`config.mk`:
```
export PLATFORM = sky130hd
export DESIGN_NAME = lpr_regbank
export DESIGN_NICKNAME = d
export VERILOG_FILES = /design/src/lpr_pkg.sv /design/src/lpr_indicator.sv /design/src/lpr_regbank.sv
export VERILOG_INCLUDE_DIRS = /design/src
export SDC_FILE = /design/constraint.sdc
export NUM_CORES = 1
export LEC_CHECK = 0
export BUFFER_PORTS_ARGS = -buffer_cell sky130_fd_sc_hd__buf_2
export CAP_MARGIN = 25
export CORE_ASPECT_RATIO = 0.6
export CORE_UTILIZATION = 45
export CTS_BUF_LIST = sky130_fd_sc_hd__clkbuf_8
export CTS_CLUSTER_DIAMETER = 150
export CTS_CLUSTER_SIZE = 20
export DETAILED_ROUTE_END_ITERATION = 8
export PLACE_DENSITY = 0.85
export SYNTH_ARGS = -nofsm -noshare
export SYNTH_HDL_FRONTEND = slang
export SYNTH_SLANG_ARGS = --single-unit
```
`constraint.sdc`:
```
create_clock -name clock -period 2.1 [get_ports clock]
set_input_delay 0.105 -clock clock [delete_from_list [all_inputs] [get_ports clock]]
set_output_delay 0.105 -clock clock [all_outputs]
set_load 0.03 [all_outputs]
```
`src/lpr_consts.svh`:
```
// register addresses, field positions, reset values and constants for the indicator register bank
// Function
// - polarity register at device 0x1E, address 0x8C83, resets to zero (autosense)
// - second indicator level in bits 3:2, first in 1:0, bits 15:4 read zero
// - level code 0 autosense, 1 active high, 2 active low
// - vendor MMD at device 0x1F: identifiers 0x0002/0x0003, devices-present 0x0005/0x0006
// - identifier high is a fixed read-only sixteen-bit value; writes ignored
// - identifier low holds fixed org id, model and revision fields, read-only
// - first devices-present register reads 0x008B and ignores writes
// - second devices-present register reads 0xC000, read-only
// - clock source selections bypass the level select and reach the pin through the pin register
// - status indicator selections drive the pin statically from the signal level
// - swing and role indicators optionally gated by link status per indicator
`ifndef LPR_CONSTS_SVH
`define LPR_CONSTS_SVH
`define LPR_DEV_POLARITY 5'h1E
`define LPR_DEV_VENDOR 5'h1F
`define LPR_ADDR_POLARITY 16'h8C83
`define LPR_ADDR_ID_HIGH 16'h0002
`define LPR_ADDR_ID_LOW 16'h0003
`define LPR_ADDR_PRESENT_FIRST 16'h0005
`define LPR_ADDR_PRESENT_SECOND 16'h0006
`define LPR_POL_RESET 16'h0000
`define LPR_POL_FIRST_LSB 0
`define LPR_POL_SECOND_LSB 2
`define LPR_POL_USED_MASK 16'h000F
`define LPR_PRESENT_FIRST_VALUE 16'h008B
`define LPR_PRESENT_SECOND_VALUE 16'hC000
`define LPR_ID_OUI_LSB 10
`define LPR_ID_MODEL_LSB 4
`define LPR_ID_REV_LSB 0
`endif

```
`src/lpr_pkg.sv`:
```
// types shared by the indicator register bank
package lpr_pkg;
  typedef enum logic [1:0] {
    LPR_LEVEL_AUTO = 2'h0,
    LPR_LEVEL_HIGH = 2'h1,
    LPR_LEVEL_LOW = 2'h2,
    LPR_LEVEL_RSVD = 2'h3
  } lpr_level_t;
  typedef enum logic [4:0] {
    LPR_SRC_ON = 5'h0D,
    LPR_SRC_OFF = 5'h0E,
    LPR_SRC_HIGH_SWING = 5'h10,
    LPR_SRC_LOW_SWING = 5'h11,
    LPR_SRC_LEADER = 5'h12,
    LPR_SRC_FOLLOWER = 5'h13,
    LPR_SRC_MISMATCH = 5'h14,
    LPR_SRC_NEG_LINK_OK = 5'h15,
    LPR_SRC_NEG_DONE = 5'h16,
    LPR_SRC_TICK = 5'h17,
    LPR_SRC_LOCAL_RX = 5'h18,
    LPR_SRC_REMOTE_RX = 5'h19,
    LPR_SRC_REF_CLK = 5'h1A,
    LPR_SRC_TX_CLK = 5'h1B,
    LPR_SRC_FAST_CLK = 5'h1C
  } lpr_source_t;
endpackage : lpr_pkg

```
`src/lpr_indicator.sv`:
```
// one indicator pin: source select, link gating and polarity
`timescale 1ns/10ps
module lpr_indicator (
  // clock and reset
  input wire logic clock,
  input wire logic resetn,
  input wire logic clock_enable,
  // configuration
  input wire logic [4:0] source_select,
  input wire logic link_gate,
  input wire logic [1:0] level_select,
  input wire logic autosense_high,
  // status sources
  input wire logic controller_level,
  input wire logic link_up,
  input wire logic high_swing_indicator,
  input wire logic low_swing_indicator,
  input wire logic leader_role,
  input wire logic link_config_mismatch,
  input wire logic negotiated_link_ok,
  input wire logic negotiation_done,
  input wire logic timestamp_tick,
  input wire logic local_receiver_ok,
  input wire logic remote_receiver_ok,
  input wire logic ref_clock_out,
  input wire logic transmit_clock_out,
  input wire logic fast_clock_out,
  // pin
  output logic pin
);
  logic active;
  logic is_clock;
  logic clock_level;
  logic next_pin;

  always_comb begin
    active = controller_level;
    is_clock = 1'b0;
    clock_level = 1'b0;
    unique case (source_select)
      lpr_pkg::LPR_SRC_ON: active = 1'b1;
      lpr_pkg::LPR_SRC_OFF: active = 1'b0;
      lpr_pkg::LPR_SRC_HIGH_SWING: active = high_swing_indicator & (link_up | ~link_gate);
      lpr_pkg::LPR_SRC_LOW_SWING: active = low_swing_indicator & (link_up | ~link_gate);
      lpr_pkg::LPR_SRC_LEADER: active = leader_role & (link_up | ~link_gate);
      lpr_pkg::LPR_SRC_FOLLOWER: active = ~leader_role & (link_up | ~link_gate);
      lpr_pkg::LPR_SRC_MISMATCH: active = link_config_mismatch;
      lpr_pkg::LPR_SRC_NEG_LINK_OK: active = negotiated_link_ok;
      lpr_pkg::LPR_SRC_NEG_DONE: active = negotiation_done;
      lpr_pkg::LPR_SRC_TICK: active = timestamp_tick;
      lpr_pkg::LPR_SRC_LOCAL_RX: active = local_receiver_ok;
      lpr_pkg::LPR_SRC_REMOTE_RX: active = remote_receiver_ok;
      lpr_pkg::LPR_SRC_REF_CLK: begin
        is_clock = 1'b1;
        clock_level = ref_clock_out;
      end
      lpr_pkg::LPR_SRC_TX_CLK: begin
        is_clock = 1'b1;
        clock_level = transmit_clock_out;
      end
      lpr_pkg::LPR_SRC_FAST_CLK: begin
        is_clock = 1'b1;
        clock_level = fast_clock_out;
      end
      default: active = controller_level;
    endcase
  end

  // clocks bypass polarity; status levels pass through the level select
  always_comb begin
    if (is_clock) begin
      next_pin = clock_level;
    end else begin
      unique case (level_select)
        lpr_pkg::LPR_LEVEL_HIGH: next_pin = active;
        lpr_pkg::LPR_LEVEL_LOW: next_pin = ~active;
        default: next_pin = autosense_high ? active : ~active;
      endcase
    end
  end

  always_ff @(posedge clock) begin
    if (!resetn) begin
      pin <= 1'b0;
    end else if (clock_enable) begin
      pin <= next_pin;
    end
  end
endmodule : lpr_indicator

```
`src/lpr_regbank.sv`:
```
// indicator polarity and vendor identification register bank on MMD access
`timescale 1ns/10ps
`include "lpr_consts.svh"
module lpr_regbank #(
  // arbitrary identification values
  parameter logic [15:0] ID_HIGH = 16'h1234,
  parameter logic [5:0] ID_OUI = 6'h15,
  parameter logic [5:0] ID_MODEL = 6'h03,
  parameter logic [3:0] ID_REVISION = 4'h2
) (
  // clock and reset
  input wire logic clock,
  input wire logic resetn,
  input wire logic clock_enable,
  // mmd register access
  input wire logic [4:0] mmd_device,
  input wire logic [15:0] mmd_address,
  input wire logic mmd_write,
  input wire logic mmd_read,
  input wire logic [15:0] mmd_write_data,
  output logic [15:0] mmd_read_data,
  output logic mmd_read_valid,
  output logic mmd_hit,
  // indicator source selects, link gates, autosense results and controller levels from the function registers
  input wire logic [4:0] first_indicator_source_select,
  input wire logic [4:0] second_indicator_source_select,
  input wire logic first_indicator_link_gate,
  input wire logic second_indicator_link_gate,
  input wire logic first_autosense_high,
  input wire logic second_autosense_high,
  input wire logic first_controller_level,
  input wire logic second_controller_level,
  // status sources
  input wire logic link_up,
  input wire logic high_swing_indicator,
  input wire logic low_swing_indicator,
  input wire logic leader_role,
  input wire logic link_config_mismatch,
  input wire logic negotiated_link_ok,
  input wire logic negotiation_done,
  input wire logic timestamp_tick,
  input wire logic local_receiver_ok,
  input wire logic remote_receiver_ok,
  input wire logic ref_clock_out,
  input wire logic transmit_clock_out,
  input wire logic fast_clock_out,
  // indicator pins
  output logic first_indicator_pin,
  output logic second_indicator_pin
);
  logic [15:0] indicator_polarity_config;
  logic [15:0] mmd_identifier_low;
  logic sel_polarity;
  logic sel_vendor;
  logic known;
  logic [15:0] next_read_data;

  assign sel_polarity = (mmd_device == `LPR_DEV_POLARITY) && (mmd_address == `LPR_ADDR_POLARITY);
  assign sel_vendor = (mmd_device == `LPR_DEV_VENDOR);
  assign mmd_identifier_low = {ID_OUI, ID_MODEL, ID_REVISION};

  // only the two level fields take writes; reserved bits stay zero
  always_ff @(posedge clock) begin
    if (!resetn) begin
      indicator_polarity_config <= `LPR_POL_RESET;
    end else if (clock_enable && mmd_write && sel_polarity) begin
      indicator_polarity_config <= mmd_write_data & `LPR_POL_USED_MASK;
    end
  end

  // read mux; read-only registers have no write path
  always_comb begin
    next_read_data = 16'h0000;
    known = 1'b1;
    if (sel_polarity) begin
      next_read_data = indicator_polarity_config;
    end else if (sel_vendor && mmd_address == `LPR_ADDR_ID_HIGH) begin
      next_read_data = ID_HIGH;
    end else if (sel_vendor && mmd_address == `LPR_ADDR_ID_LOW) begin
      next_read_data = mmd_identifier_low;
    end else if (sel_vendor && mmd_address == `LPR_ADDR_PRESENT_FIRST) begin
      next_read_data = `LPR_PRESENT_FIRST_VALUE;
    end else if (sel_vendor && mmd_address == `LPR_ADDR_PRESENT_SECOND) begin
      next_read_data = `LPR_PRESENT_SECOND_VALUE;
    end else begin
      known = 1'b0;
    end
  end

  always_ff @(posedge clock) begin
    if (!resetn) begin
      mmd_read_data <= 16'h0000;
      mmd_read_valid <= 1'b0;
      mmd_hit <= 1'b0;
    end else if (clock_enable) begin
      mmd_read_valid <= mmd_read;
      mmd_hit <= (mmd_read | mmd_write) & known;
      if (mmd_read) begin
        mmd_read_data <= next_read_data;
      end
    end
  end

  lpr_indicator first_unit (
    .clock(clock),
    .resetn(resetn),
    .clock_enable(clock_enable),
    .source_select(first_indicator_source_select),
    .link_gate(first_indicator_link_gate),
    .level_select(indicator_polarity_config[`LPR_POL_FIRST_LSB +: 2]),
    .autosense_high(first_autosense_high),
    .controller_level(first_controller_level),
    .link_up(link_up),
    .high_swing_indicator(high_swing_indicator),
    .low_swing_indicator(low_swing_indicator),
    .leader_role(leader_role),
    .link_config_mismatch(link_config_mismatch),
    .negotiated_link_ok(negotiated_link_ok),
    .negotiation_done(negotiation_done),
    .timestamp_tick(timestamp_tick),
    .local_receiver_ok(local_receiver_ok),
    .remote_receiver_ok(remote_receiver_ok),
    .ref_clock_out(ref_clock_out),
    .transmit_clock_out(transmit_clock_out),
    .fast_clock_out(fast_clock_out),
    .pin(first_indicator_pin)
  );

  lpr_indicator second_unit (
    .clock(clock),
    .resetn(resetn),
    .clock_enable(clock_enable),
    .source_select(second_indicator_source_select),
    .link_gate(second_indicator_link_gate),
    .level_select(indicator_polarity_config[`LPR_POL_SECOND_LSB +: 2]),
    .autosense_high(second_autosense_high),
    .controller_level(second_controller_level),
    .link_up(link_up),
    .high_swing_indicator(high_swing_indicator),
    .low_swing_indicator(low_swing_indicator),
    .leader_role(leader_role),
    .link_config_mismatch(link_config_mismatch),
    .negotiated_link_ok(negotiated_link_ok),
    .negotiation_done(negotiation_done),
    .timestamp_tick(timestamp_tick),
    .local_receiver_ok(local_receiver_ok),
    .remote_receiver_ok(remote_receiver_ok),
    .ref_clock_out(ref_clock_out),
    .transmit_clock_out(transmit_clock_out),
    .fast_clock_out(fast_clock_out),
    .pin(second_indicator_pin)
  );
endmodule : lpr_regbank

```
==> flow_metrics.py <==
metrics = {
    "clocking": {
        "numCtsBuffers": 3,
        "cts_tree": "yes",
        "root_buffer": "clkbuf_8",
        "clk_pin_slew_ns": 0.07,
        "clk_latency_ns": 0.25,
        "post-cts-setup-buffer-count": 0,
        "cts.htree.levels": 1,
        "hold_buffers": 0,
        "clk_path_buf_depth": 2,
        "cts_resized": 0,
        "cts.sinks": 18,
    },
    "routing": {
        "final_antenna_net_count": 0,
        "firstDrtPassIters": 4,
        "wl_mm": 3.96,
        "viasPerCell": 5.46,
        "drt_iter0_markers": 80,
        "post_drt_wl_per_cell_um": 12.9,
        "vias": 1681,
        "drc": 0,
    },
    "global_routing": {
        "antenna_found_initial": 0,
        "overflow": 0,
        "grt_start_max_net_pins": 14,
        "grt_util_all_layers": 0.228,
        "grt_pass1_vias": 1413,
        "grt_pass1_wl_mm": 6.38,
    },
    "critical_path": {
        "crit_path_cell_trace": "buf_2 > or4b_4 > nor4_4 > nand3_2 > buf_4 > nor3_1 > or4_1 > a21oi_1",
        "required_ns": 2.22,
        "r2r_end": "first_unit.pin",
        "max_stage_delay_ns": 0.54,
        "startpoint_type": "input pin",
        "critical_path.top_delay_family": "simple AND/OR/NAND/NOR gates",
        "r2r_slack_ns": 0.56,
        "reg2reg_from": "indicator_polarity_config[0]",
        "cp-end-kind": "register",
        "crit_fanout": 6,
        "cp.arrival_ns": 1.86,
        "slowest_stage": "or4b_4",
        "crit_type": "input pin to register",
        "r2r_cells": 8,
        "crit_end": "mmd_read_data[10]",
        "crit_cells": 8,
        "worstSetupStartpoint": "mmd_address[10]",
        "path_buf_inv": 2,
    },
    "synthesis": {
        "synth_edf_count": 0,
        "synth_cell_type_count": 51,
        "syn-cell-area_mm2": 0.00153,
        "yosysWarnings": 0,
        "async_reset_ff_frac": 0,
        "syn-mean-instance-area_um2": 7.68,
        "synth_seq_cells": 18,
        "synth_top_flop_cell": "dfxtp_1",
        "seq_area_frac_synth": 0.236,
        "synthCells": 199,
    },
    "worst_hold_path": {
        "hp-class": "input pin to register",
    },
    "floorplan": {
        "initial_core_util": 0.502,
        "rows": 15,
        "die_y_um": 47.1,
        "core_mm2": 0.00304,
        "die_area_mm2": 0.00364,
        "die_x_um": 77.2,
        "num_io_pins": 91,
    },
    "final_layout": {
        "final_core_util": 0.641,
        "drive_above_1_share": 0.350,
        "diodes": 0,
        "final_common_cell": "buf_2",
        "num-nets-final": 342,
        "syn_to_final_growth_pct": 27.6,
        "mostFrequentLayoutCells": "buf_2 (74), nand2_1 (21), dfxtp_1 (18)",
    },
    "sta": {
        "maxClockFrequency_mhz": 575,
        "fin_crit_ns": 1.74,
        "setup_ws_ns": 0.360,
        "tns_ns": 0,
        "final.period_utilization": 0.828,
        "rsz0062_at_grt": "no",
        "hold_viol_final": 0,
        "skew_ns": 0.00214,
        "setup_violations": 0,
        "report.final.slew_viol_count": 0,
    },
    "place": {
        "gp_congestion": 0.891,
        "hpwl_mm": 3.25,
        "portBuffers": 74,
        "place_ws_ns": 0.116,
    },
    "outcome": {
        "outcome": "finished clean",
    },
    "power_and_ir_drop": {
        "p_leak_nw": 0.884,
        "ir_worst_vdd_mv": 0.302,
        "power_density_mw_per_mm2": 448,
    },
    "job": {
        "timing.max_cap.violations": 0,
    },
}
==> worst reg2reg max path, cell delays in order (launching register included) <==
cell,delay [ns]
dfxtp_1,0.39
inv_1,0.06
ha_1,0.33
nand2_1,0.11
o21ai_0,0.09
nand2_1,0.07
o211ai_1,0.09
o2111ai_1,0.20
a21oi_1,0.09
==> synth_stat cells (all sizes together), types with 3 or more instances <==
master | count | share of area
a21oi | 18 | 0.061
a31oi | 3 | 0.012
buf | 6 | 0.029
clkbuf | 10 | 0.025
dfxtp | 18 | 0.24
ha | 4 | 0.033
inv | 11 | 0.027
mux2i | 9 | 0.059
nand2 | 21 | 0.052
nand2b | 7 | 0.029
nand3 | 5 | 0.020
nor2 | 12 | 0.029
nor2b | 10 | 0.041
nor3 | 5 | 0.016
nor4 | 3 | 0.026
nor4b | 3 | 0.021
o211ai | 5 | 0.025
o21ai | 11 | 0.036
or3b | 4 | 0.023
==> report_power, final <==
part | total [mW] | internal (mW) | switching (mW)
logic | 0.233 | 0.100 | 0.133
registers | 0.358 | 0.352 | 0.00605
clock network | 0.283 | 0.167 | 0.116
total | 0.874 | 0.619 | 0.255
==> routing by layer <==
layer  share of wire  global-route usage  up-vias  wire, um
li1                -                   -      850         -
met1            0.48               0.322      767      1920
met2            0.44               0.366       59      1760
met3           0.070              0.0505        5       277
met4          0.0035              0.0453        0        14
met5               0                   0        -         0
==> cell families after synthesis <==
family                   after synthesis  synth area share
AO/OA/AOI/OAI                         50             0.206
multiplexers                          12            0.0958
AND/OR/NAND/NOR                       86             0.341
adder cells (fa/ha/maj)                4            0.0328
flip-flops                            18             0.236
other                                  1           0.00245
buffers and inverters                 27            0.0811
XOR/XNOR                               1           0.00573
==> final cells by class <==
cell class	instances	area [um^2]
Clock buffer	4	55.1
Fill cell	271	1090
Inverter	11	41.3
Multi-Input combinational cell	157	1050
Sequential cell	18	360
Tap cell	42	52.6
Timing Repair Buffer	76	385
==> metrics by stage <==
| stage | power (mW) | hold WS, ns | instances | instance area, um^2 |
|---|---|---|---|---|
| floorplan | 0.508 | 0.249 | 202 | 1540 |
| global placement | 0.591 | 0.337 | 304 | 1890 |
| detailed placement | 0.595 | 0.342 | 304 | 1890 |
| CTS | 0.875 | 0.0778 | 308 | 1950 |
| global route | 0.925 | 0.0807 | 308 | 1950 |
| finish | 0.874 | 0.0853 | 308 | 1950 |
==> worst min-delay path by stage <==
stage	startpoint	end	slack (ns)	cells after the start
finish	mmd_write_data[3]	indicator_polarity_config[3]	0.09	3
global route	mmd_write_data[1]	indicator_polarity_config[1]	0.08	3
detailed placement	mmd_write_data[3]	indicator_polarity_config[3]	0.34	3
CTS	mmd_write_data[3]	indicator_polarity_config[3]	0.08	3
global placement	mmd_write_data[2]	indicator_polarity_config[2]	0.34	3
floorplan	mmd_write_data[0]	indicator_polarity_config[0]	0.25	2
==> flip-flops by register name (all words and copies together), names as in the netlist <==
register / cells
first_unit.pin: 1
mmd_read_valid: 1
mmd_hit: 1
second_unit.pin: 1
indicator_polarity_config: 4
mmd_read_data: 10
(Power assumes the default switching activity.)
